**config.mk**
```make
export PLATFORM = sky130hd
export DESIGN_NAME = scx_xfer_ctl
export DESIGN_NICKNAME = d
export VERILOG_FILES = /design/src/rtl/scx_pkg.sv /design/src/rtl/scx_buf_if.sv /design/src/rtl/scx_xfer_ctl.sv /design/src/rtl/scx_buf_addr.sv /design/src/rtl/scx_end_timer.sv
export SDC_FILE = /design/constraint.sdc
export NUM_CORES = 1
export LEC_CHECK = 0
export BUFFER_PORTS_ARGS = -buffer_cell sky130_fd_sc_hd__buf_2
export CORE_MARGIN = 2
export CORE_UTILIZATION = 45
export DETAILED_ROUTE_END_ITERATION = 7
export SLEW_MARGIN = 25
export SYNTH_ARGS = -nofsm -noshare
export SYNTH_HDL_FRONTEND = slang
export SYNTH_SLANG_ARGS = --single-unit
export TNS_END_PERCENT = 10
```
**constraint.sdc**
```tcl
create_clock -name clock -period 2.08 [get_ports clock]
set_input_delay 0.624 -clock clock [delete_from_list [all_inputs] [get_ports clock]]
set_output_delay 0.624 -clock clock [all_outputs]
set_load 0.05 [all_outputs]
```
**src/rtl/scx_pkg.sv**
```systemverilog
// Constants shared by the store coupler transfer control block
package scx_pkg;
  // ----------------------------------------------------------------
  // Timing
  // ----------------------------------------------------------------
  localparam int CLK_NS     = 4;
  localparam int PERIOD_NS  = 100;
  localparam int HALF_NS    = 50;
  localparam int WIN_NS     = 550;
  localparam int END_RD_NS  = 2100;
  localparam int END_WR_NS  = 2500;
  localparam int PH_CYC     = PERIOD_NS / CLK_NS;
  localparam int HALF_CYC   = HALF_NS / CLK_NS;
  localparam int WIN_CYC    = WIN_NS / CLK_NS;
  localparam int END_RD_PER = END_RD_NS / PERIOD_NS;
  localparam int END_WR_PER = END_WR_NS / PERIOD_NS;
  localparam logic [4:0] PH_LAST  = 5'(PH_CYC - 1);
  localparam logic [4:0] PH_THREE = 5'(HALF_CYC);
  localparam logic [7:0] WIN_LAST = 8'(WIN_CYC);
  // ----------------------------------------------------------------
  // End-time decode on counter bits 4, 8 and 16
  // ----------------------------------------------------------------
  localparam logic [4:0] END_RD_MASK = 5'h14;
  localparam logic [4:0] END_WR_MASK = 5'h18;
  // ----------------------------------------------------------------
  // Buffer and word counts
  // ----------------------------------------------------------------
  localparam int         BUF_WORDS    = 16;
  localparam int         BUF_AW       = 4;
  localparam logic [1:0] WORDS_TO_REQ = 2'h2;
  localparam logic [3:0] ADDR_RESET   = 4'h0;
  // ----------------------------------------------------------------
  // Synchronised input positions
  // ----------------------------------------------------------------
  localparam int NSYNC     = 10;
  localparam int IN_ACCEPT = 0;
  localparam int IN_WRITE  = 1;
  localparam int IN_CACC   = 2;
  localparam int IN_ABORT  = 3;
  localparam int IN_ERROR  = 4;
  localparam int IN_WCZ    = 5;
  localparam int IN_EXCH   = 6;
  localparam int IN_STROBE = 7;
  localparam int IN_FLAG   = 8;
  localparam int IN_MCLR   = 9;
endpackage

```
**src/rtl/scx_buf_if.sv**
```systemverilog
// Buffer address control carried between transfer control and counters
`timescale 1ns/1ps
interface scx_buf_if;
  logic       preset;
  logic       inc_in;
  logic       inc_out;
  logic       read_half;
  logic [3:0] addr;
  logic       addr_half;
  modport ctl (output preset, inc_in, inc_out, read_half,
               input addr, addr_half);
  modport cnt (input preset, inc_in, inc_out, read_half,
               output addr, addr_half);
endinterface

```
**src/rtl/scx_xfer_ctl.sv**
```systemverilog
// Store coupler transfer sequencing: start, request hold and end timing
// ------------------------------------------------------------------
// Notes on behaviour
// - Buffer address alternates write side and read side each half period.
// - Write accept pulse sets force flop at phase one; it sets go-central.
// - Otherwise go-central is set by the controller accepting a request.
// - Same pulse resets request hold, blocking first controller request.
// - On writes, request hold sets once two words are buffered.
// - On reads, request hold sets at once; no request delay.
// - Completion needs zero count, plus final controller accept on writes.
// - Zero count sets start-end; end counter leaves preset, counts periods.
// - Enable-end-time comes 2100 ns (read) or 2500 ns (write) later.
// - End-time sets transfer clear at next phase; clears all but abort and the buffer address counters.
// - Abort flop clears only on new accept or master clear.
// - Master clear acts as transfer clear; end-time reset ends clear.
// - Clean end sends end-of-transfer and store end-of-transfer.
// - Read abort does not end; remaining words are zero-filled.
// - Abort or error sends error end-of-transfer; abort goes to coder.
// - Write abort sets end-time at once.
// - Processor exchange-terminate ends transfer with store end signal.
// - Zero count or error within 550 ns of accept ends at once.
// - Address bit 23 flag operation ends on controller accept.
// - Buffer addresses increment per word, the output one on writes only; wrap at 16, preset on accept.
// ------------------------------------------------------------------
`timescale 1ns/1ps
module scx_xfer_ctl (
  input  wire logic clock,
  input  wire logic sys_rst,
  input  wire logic coupler_accept,
  input  wire logic write_op,
  input  wire logic ctrl_accept,
  input  wire logic ctrl_abort,
  input  wire logic error_flag,
  input  wire logic wc_zero,
  input  wire logic cpu_exchange_terminate,
  input  wire logic word_strobe,
  input  wire logic addr_bit23,
  input  wire logic master_clear,
  output logic      memory_side_request,
  output logic      bulk_store_request,
  output logic [3:0] buf_addr,
  output logic      buf_read_half,
  output logic      end_of_transfer,
  output logic      store_end_of_transfer,
  output logic      error_end_of_transfer,
  output logic      abort_to_code_gen,
  output logic      zero_fill,
  output logic      transfer_clear
);
  // ----------------------------------------------------------------
  // Input synchronisers
  // ----------------------------------------------------------------
  // Pins settle through three stages; a change is taken once the
  // last two agree, so a runt glitch never reaches the control flops.
  logic [scx_pkg::NSYNC-1:0] s1, s2, s3, sq, sq_d;
  genvar g;
  for (g = 0; g < scx_pkg::NSYNC; g++) begin : g_sync
    always_ff @(posedge clock) begin
      if (sys_rst) begin
        s1[g] <= 1'b0;
        s2[g] <= 1'b0;
        s3[g] <= 1'b0;
        sq[g] <= 1'b0;
      end else begin
        s1[g] <= g == scx_pkg::IN_ACCEPT ? coupler_accept
               : g == scx_pkg::IN_WRITE  ? write_op
               : g == scx_pkg::IN_CACC   ? ctrl_accept
               : g == scx_pkg::IN_ABORT  ? ctrl_abort
               : g == scx_pkg::IN_ERROR  ? error_flag
               : g == scx_pkg::IN_WCZ    ? wc_zero
               : g == scx_pkg::IN_EXCH   ? cpu_exchange_terminate
               : g == scx_pkg::IN_STROBE ? word_strobe
               : g == scx_pkg::IN_FLAG   ? addr_bit23
               : master_clear;
        s2[g] <= s1[g];
        s3[g] <= s2[g];
        if (s2[g] == s3[g])
          sq[g] <= s3[g];
      end
    end
  end

  always_ff @(posedge clock) begin
    if (sys_rst)
      sq_d <= '0;
    else
      sq_d <= sq;
  end

  wire [scx_pkg::NSYNC-1:0] rise = sq & ~sq_d;
  wire wr        = sq[scx_pkg::IN_WRITE];
  wire acc_rise  = rise[scx_pkg::IN_ACCEPT];
  wire cacc_rise = rise[scx_pkg::IN_CACC];
  wire strobe    = rise[scx_pkg::IN_STROBE];
  wire err       = sq[scx_pkg::IN_ERROR];
  wire wcz       = sq[scx_pkg::IN_WCZ];
  wire mclr      = sq[scx_pkg::IN_MCLR];

  // ----------------------------------------------------------------
  // Phase generator
  // ----------------------------------------------------------------
  logic [4:0] phase;
  always_ff @(posedge clock) begin
    if (sys_rst || phase == scx_pkg::PH_LAST)
      phase <= 5'h00;
    else
      phase <= phase + 5'h01;
  end
  wire phase_one   = phase == 5'h00;
  wire phase_three = phase == scx_pkg::PH_THREE;
  wire phase_13    = phase_one || phase_three;
  wire read_half   = phase >= scx_pkg::PH_THREE;

  // ----------------------------------------------------------------
  // Accept pulse and one-shot
  // ----------------------------------------------------------------
  logic pulse_on, busy, flag_op, abort_ff, exch_ff;
  logic force_set, go_central, req_hold, req_q;
  logic start_end, end_time, end_time_d, acc_zero, flag_hit;
  logic [1:0] words;
  logic [7:0] win;
  logic enable_end;

  wire clr       = transfer_clear || mclr;
  wire pulse_end = pulse_on && phase_one;
  wire done      = wcz && (!wr || acc_zero);
  wire early     = win != 8'h00 && (wcz || err);
  wire set_end   = enable_end
                || (abort_ff && wr && busy)
                || exch_ff
                || (busy && early)
                || flag_hit;
  wire end_rise  = end_time && !end_time_d;

  always_ff @(posedge clock) begin
    if (sys_rst || clr)
      pulse_on <= 1'b0;
    else if (acc_rise)
      pulse_on <= 1'b1;
    else if (phase_one)
      pulse_on <= 1'b0;
  end

  always_ff @(posedge clock) begin
    if (sys_rst || clr) begin
      busy    <= 1'b0;
      flag_op <= 1'b0;
    end else if (acc_rise) begin
      busy    <= 1'b1;
      flag_op <= sq[scx_pkg::IN_FLAG];
    end
  end

  // Window after accept in which an early end is taken
  always_ff @(posedge clock) begin
    if (sys_rst || clr)
      win <= 8'h00;
    else if (acc_rise)
      win <= scx_pkg::WIN_LAST;
    else if (win != 8'h00)
      win <= win - 8'h01;
  end

  // ----------------------------------------------------------------
  // Start control
  // ----------------------------------------------------------------
  // Flag operations need no memory, so the early start stays off.
  always_ff @(posedge clock) begin
    if (sys_rst || clr)
      force_set <= 1'b0;
    else if (pulse_end && wr && !flag_op)
      force_set <= 1'b1;
  end

  always_ff @(posedge clock) begin
    if (sys_rst || clr)
      go_central <= 1'b0;
    else if (force_set)
      go_central <= 1'b1;
    else if (busy && !flag_op && cacc_rise)
      go_central <= 1'b1;
  end

  always_ff @(posedge clock) begin
    if (sys_rst || clr || acc_rise)
      words <= 2'h0;
    else if (strobe && words != scx_pkg::WORDS_TO_REQ)
      words <= words + 2'h1;
  end

  always_ff @(posedge clock) begin
    if (sys_rst || clr)
      req_hold <= 1'b0;
    else if (pulse_on && wr)
      req_hold <= 1'b0;
    else if (!wr && busy)
      req_hold <= 1'b1;
    else if (words == scx_pkg::WORDS_TO_REQ)
      req_hold <= 1'b1;
  end

  always_ff @(posedge clock) begin
    if (sys_rst || clr)
      req_q <= 1'b0;
    else
      req_q <= busy && req_hold && !end_time;
  end

  // ----------------------------------------------------------------
  // End control
  // ----------------------------------------------------------------
  always_ff @(posedge clock) begin
    if (sys_rst || clr || acc_rise)
      acc_zero <= 1'b0;
    else if (wcz && cacc_rise)
      acc_zero <= 1'b1;
  end

  always_ff @(posedge clock) begin
    if (sys_rst || clr)
      start_end <= 1'b0;
    else if (busy && done)
      start_end <= 1'b1;
  end

  scx_end_timer u_timer (
    .clock      (clock),
    .sys_rst    (sys_rst),
    .run        (start_end),
    .tick       (phase_one),
    .write_op   (wr),
    .enable_end (enable_end)
  );

  // Abort survives transfer clear so the code generator still sees it
  always_ff @(posedge clock) begin
    if (sys_rst || mclr || acc_rise)
      abort_ff <= 1'b0;
    else if (busy && sq[scx_pkg::IN_ABORT])
      abort_ff <= 1'b1;
  end

  always_ff @(posedge clock) begin
    if (sys_rst || clr)
      exch_ff <= 1'b0;
    else if (busy && rise[scx_pkg::IN_EXCH])
      exch_ff <= 1'b1;
  end

  // Accept is a one-cycle event; hold it until the next phase point
  always_ff @(posedge clock) begin
    if (sys_rst || clr)
      flag_hit <= 1'b0;
    else if (flag_op && cacc_rise)
      flag_hit <= 1'b1;
  end

  always_ff @(posedge clock) begin
    if (sys_rst || clr)
      end_time <= 1'b0;
    else if (phase_13 && set_end)
      end_time <= 1'b1;
  end

  always_ff @(posedge clock) begin
    if (sys_rst)
      transfer_clear <= 1'b0;
    else if (mclr)
      transfer_clear <= 1'b0;
    else if (phase_13)
      transfer_clear <= end_time;
  end

  always_ff @(posedge clock) begin
    if (sys_rst)
      end_time_d <= 1'b0;
    else
      end_time_d <= end_time;
  end

  // ----------------------------------------------------------------
  // Outputs
  // ----------------------------------------------------------------
  always_ff @(posedge clock) begin
    if (sys_rst) begin
      end_of_transfer       <= 1'b0;
      store_end_of_transfer <= 1'b0;
      error_end_of_transfer <= 1'b0;
      abort_to_code_gen     <= 1'b0;
      zero_fill             <= 1'b0;
      memory_side_request   <= 1'b0;
      bulk_store_request    <= 1'b0;
    end else begin
      end_of_transfer       <= end_rise && !exch_ff && !abort_ff
                               && !err;
      store_end_of_transfer <= end_rise;
      error_end_of_transfer <= end_rise && (abort_ff || err);
      abort_to_code_gen     <= abort_ff;
      zero_fill             <= abort_ff && !wr && busy;
      memory_side_request   <= go_central;
      bulk_store_request    <= req_q;
    end
  end

  // ----------------------------------------------------------------
  // Buffer address counters
  // ----------------------------------------------------------------
  scx_buf_if bif ();
  assign bif.preset    = pulse_on;
  assign bif.inc_in    = strobe;
  assign bif.inc_out   = wr && busy && cacc_rise;
  assign bif.read_half = read_half;
  assign buf_addr      = bif.addr;
  assign buf_read_half = bif.addr_half;

  scx_buf_addr u_addr (
    .clock   (clock),
    .sys_rst (sys_rst),
    .bus     (bif.cnt)
  );
endmodule

```
**src/rtl/scx_buf_addr.sv**
```systemverilog
// Buffer input and output address counters with half-period multiplexer
`timescale 1ns/1ps
module scx_buf_addr (
  input wire logic clock,
  input wire logic sys_rst,
  scx_buf_if.cnt   bus
);
  logic [3:0] in_addr;
  logic [3:0] out_addr;
  wire  [3:0] sel_addr = bus.read_half ? out_addr : in_addr;

  // ----------------------------------------------------------------
  // Counters wrap from 15 to 0 on their own 4-bit width
  // ----------------------------------------------------------------
  always_ff @(posedge clock) begin
    if (sys_rst || bus.preset) begin
      in_addr  <= scx_pkg::ADDR_RESET;
      out_addr <= scx_pkg::ADDR_RESET;
    end else begin
      if (bus.inc_in)
        in_addr <= in_addr + 4'h1;
      if (bus.inc_out)
        out_addr <= out_addr + 4'h1;
    end
  end

  // Write side in one half period, read side in the other
  always_ff @(posedge clock) begin
    if (sys_rst) begin
      bus.addr      <= scx_pkg::ADDR_RESET;
      bus.addr_half <= 1'b0;
    end else begin
      bus.addr      <= sel_addr;
      bus.addr_half <= bus.read_half;
    end
  end
endmodule

```
**src/rtl/scx_end_timer.sv**
```systemverilog
// End-time counter and decoder, stepped once per 100 ns period
`timescale 1ns/1ps
module scx_end_timer (
  input  wire logic clock,
  input  wire logic sys_rst,
  input  wire logic run,
  input  wire logic tick,
  input  wire logic write_op,
  output logic      enable_end
);
  logic [4:0] count;
  wire  [4:0] mask = write_op ? scx_pkg::END_WR_MASK
                              : scx_pkg::END_RD_MASK;
  wire        hit  = (count & mask) == mask;

  always_ff @(posedge clock) begin
    if (sys_rst || !run)
      count <= 5'h00;
    else if (tick && !hit)
      count <= count + 5'h01;
  end

  // Decode is taken on the period after the matching count
  always_ff @(posedge clock) begin
    if (sys_rst || !run)
      enable_end <= 1'b0;
    else if (tick && hit)
      enable_end <= 1'b1;
  end
endmodule

```
## After elaboration in Yosys (flattened, before gate mapping)

Index checks and enable logic that the tools add are counted.

- Output and inout port bits: 13
- Word-level logic and storage cells: 174
- Bits of input ports: 12
- Register bits: 104

- Order comparisons: 1
- Bitwise gates (word level): 3
- Eq/ne operators: 15
- Add/subtract/negate cells: 6
- Reductions and logical operators: 66
- Multiplexer cells: 10

Operators with widths:

| cell | number |
|---|---|
| 1-bit logical AND | 32 |
| 1-bit logical OR | 16 |
| 8-bit 2-to-1 mux | 2 |
| 5-bit by 1-bit adder with 5-bit output (second input constant) | 2 |
| 1-bit == test | 10 |
| 1-bit logical NOT | 9 |
| 4-bit by 1-bit adder with 4-bit output (second input constant) | 2 |
| 8-bit bitwise AND | 1 |
| 4-bit 2-to-1 mux | 2 |
| 8-bit inverter | 1 |
| 2-bit nonzero test | 4 |
| 8-bit nonzero test | 1 |
| 8-bit by 1-bit subtractor with 8-bit output (second input constant) | 1 |
| 1-bit 2-to-1 mux | 6 |
| 2-bit OR reduction | 3 |
| 5-bit bitwise AND | 1 |
| 5-bit by 4-bit == test with 1-bit output (second input constant) | 1 |
| 5-bit == test | 1 |
| 5-bit == test (second input constant) | 1 |
| 5-bit by 4-bit greater-or-equal comparator with 1-bit output (second input constant) | 1 |
| 5-bit logical NOT | 1 |
| 2-bit by 1-bit adder with 2-bit output (second input constant) | 1 |
| 2-bit == test (second input constant) | 1 |
| 2-bit inequality test (second input constant) | 1 |

## Depth between registers and ports, before layout

- Depth after elaboration: 7
- Depth in mapped cells: 5
- Mapped depth without buffers: 5

## Hierarchy

Synthesis repeated with hierarchy kept, for this count alone.

- Cells, all modules: 360
- Area, all modules: 3597.2 um^2

By module, submodules not included:

| module | instances | cells an instance | sequential area each (um^2) | area each (um^2) |
|---|---|---|---|---|
| scx_xfer_ctl | 1 | 279 | 1621.6 | 2750.1 |
| scx_buf_addr | 1 | 50 | 260.2 | 555.5 |
| scx_end_timer | 1 | 31 | 120.1 | 291.5 |

## Least setup slack after synthesis

OpenSTA, ideal clock, no wires.

- Path type: reg-to-reg
- From: register win[4]
- To: register win[7]
- Stages on the path, launching flop included: 5
- Path buffers: 1
- Arrival time: 1.597 ns
- Path slack: 0.409 ns
- Required time: 2.006 ns
- Period minus slack after synthesis: 1.671 ns
- Cell sequence: dfxtp_1 or4_1 buf_2 or4b_1 a31oi_1

- Word-level cells in the longest chain between the ends: 3

RTL lines:

| item | RTL line | RTL |
|---|---|---|
| start: declaration | scx_xfer_ctl.sv:121 | `logic [7:0] win;` |
| start signal: assignment | scx_xfer_ctl.sv:159 | `win <= scx_pkg::WIN_LAST;` |
| start signal: assignment | scx_xfer_ctl.sv:161 | `win <= win - 8'h01;` |
| 8-bit by 1-bit subtractor with 8-bit output | scx_xfer_ctl.sv:161 |  |
| 8-bit 2-to-1 mux | scx_xfer_ctl.sv:160 | `else if (win != 8'h00)` |
| 8-bit 2-to-1 mux | scx_xfer_ctl.sv:158 | `else if (acc_rise)` |

Several ways; a longest one is shown, not always the timed one. The select of a mux whose other input is x is not followed.
A chain may end at the register's enable or synchronous reset.

## Final worst setup path

Ends and elaborated chain as after synthesis.

==> impl_metrics.ini <==
[clock_network]
cts_hold_buf = 0
postCtsResizedCells = 0
worst_skew_pair.late_latency_ps = 350
cts-root-buf = clkbuf_8
path_clk_slew_ps = 90
postCtsSetupRepairBufs = 0
cts.sinks = 100
h-tree-depth = 3
clockBufferDepth = 2
cts_buffers = 9
cts_tree = yes

[global_route]
grt_max_degree = 28
overflow = 0
grt_pass1_wl_um = 10600
antenna_found_initial = 0
track_usage_pct = 15.7
grt_pass1_vias = 2269

[synth]
synth_top_area_share_pct = 57.1
synth_top_area_cell = dfxtp_1
yosysWarnings = 0
synth_edf_count = 0
synth_ff_type = dfxtp_1
synth_area_um2 = 3510
synth_seq_cells = 100
ys_seq_area_share_pct = 57.1
synth_area_leaders = dfxtp_1 (57%), nor2b_1 (8.0%), a21oi_1 (4.0%)
synth_cells = 358
async_flop_share_pct = 0
syn_area_per_cell_um2 = 9.80
synth_cell_types = 41
synth_fp_nets = 377

[setup_path]
crit_chain = or4_1 -> or4b_1 -> a31oi_1
critPathRequiredTime_ps = 2360
crit_path_end_kind = register
worstSetupStartpointType = register
worstPathArrival_ps = 2070
crit_slowest_cell = or4_1
criticalPathCategory = reg2reg
critPathMaxStageDelay_ps = 670
critPathMaxFanout = 8

[placement]
dpl_cell_area_um2 = 3730
dp_hpwl_um = 4090
place_congestion = 0.834
dpl_worst_slack_ps = 299
numPortBuffers = 24

[floorplan]
start_util_pct = 45.9
die_x_um = 92.3
rows = 32
fp.dieH_um = 92.3
die_area_um2 = 8520
fp.coreArea_um2 = 7650
io_pins = 25

[power_and_ir_drop]
clkPwrFrac_pct = 35.0
power_switching_uw = 910
internal_power_mw = 2.88
peakVddDrop_uv = 458
p_leak_nw = 1.54
power_density_nw_per_um2 = 960
finalPower_mw = 3.79
switching_share_pct = 24.0
pwr-share-comb_pct = 10.5
p_seq_share_pct = 54.5

[timing]
holdWs_ps = 439
report.final.slew_viol_count = 0
worst_slew_pin_slew_ps = 619
fin_tns_setup_ps = 0
finalSetupViolCount = 0
finClkSkew_ps = 6.29
period_minus_slack_ps = 1790
maxSlewHeadroom_pct = 58.7
timing.final.ws_setup_ps = 289
fmax_mhz = 558
rsz0062_at_grt = no
fin_crit_sh_pct = 86.1
hold_viol = 0

[finish]
layout.nets = 402
antennaDiodeCount = 0
final_common_cell = dfxtp_1
area_growth_pct = 12.6
layout_common_cells = dfxtp_1 (100), nor2b_1 (45), a21oi_1 (28)
drive_above_1_share_pct = 12.4
design_area_um2 = 3950
fillCellCount = 690

[worst_hold_path]
hold_class = reg2reg

[run_status]
status = complete, no violations

[flow_run]
cap_violations = 0

[route]
wl_um = 6000
ant_nets = 0
drtIter0Drc = 147
vias = 2455
remaining_drc_errors = 0
firstDrtPassIters = 4
via_per_inst = 5.01
wl_per_cell_um = 12.2
## area by class of cell
class | instances | area, µm² | area share, %
clock buffers | 11 | 141 | 3.58
repair buffers | 28 | 150 | 3.80
flip-flops and latches | 100 | 2000 | 50.7
inverters | 14 | 52.6 | 1.33
multi-input cells | 230 | 1400 | 35.4
clock inverters | 5 | 75.1 | 1.90
well taps | 102 | 128 | 3.23
## logic make-up (layout without fill, tap and decap cells)
kind of cell               Yosys count  after routing  synth area share, %
DFF                                100            100                 57.1
muxes                               10             10                 2.89
and+or+nand+nor                    139            139                 21.6
buffers and inverters               28             58                 3.03
xor gates and xnor gates             8              8                 2.00
AOI/OAI and AO/OA                   66             66                 10.9
adders and majority gates            7              7                 2.50
## state kept, by name, indices dropped and copies added, names as in the netlist, 2 cells and up
name	flops
sq	6
words	2
s1	10
u_addr.in_addr	4
phase	5
sq_d	4
u_addr.out_addr	4
u_timer.count	5
win	8
s2	10
u_addr.bus.addr	4
s3	10
## synth_stat cells (all sizes together), types with 2 or more instances
library cell and number:
or3 8, nand3 6, buf 3, dfxtp 100
a211oi 6, nor4 5, mux2i 9, or4b 2
a31oi 5, a21oi 28, or4 2, inv 14
nor3 4, a311oi 2, nand2b 10, xor2 3
clkbuf 11, or2 2, nor2 27, nor2b 45
nand2 22, o21ai 18, ha 7, xnor2 5
## metal layers
layer	GRT usage, %	part of all wire, %
met1	20.6	50
met2	24.4	45
met3	5.09	3.8
met4	5.35	1.0
met5	0	0
## power by group through the flow
| stage | Combinational [mW] | Sequential, mW | Clock (mW) |
|---|---|---|---|
| floorplan | 0.330 | 2.09 | 0 |
| global route | 0.453 | 2.08 | 1.46 |
| CTS | 0.400 | 2.07 | 1.36 |
| detailed placement | 0.398 | 2.11 | 0 |
| finish | 0.399 | 2.07 | 1.32 |
| global placement | 0.386 | 2.11 | 0 |
## worst paths after layout
path	startpoint	end	slack [ps]	cells after the start
max	win[4]	win[7]	290	3
min	s1[2]	s2[2]	440	1
max reg2reg	win[4]	win[7]	290	3
min reg2reg	s1[2]	s2[2]	440	1
## critical path, delay by kind of cell, from the launching register on
family	cells	cell delay [ps]
compound gates	1	160
flops	1	350
simple gates	2	1210
## metrics by stage
step	utilization (%)	instances
after floorplan	-	358
after global placement	48.8	474
after detailed placement	48.8	474
after CTS	51.6	490
after global routing	51.6	490
final	51.6	490
Note: power is estimated with default switching activity, not from simulation.
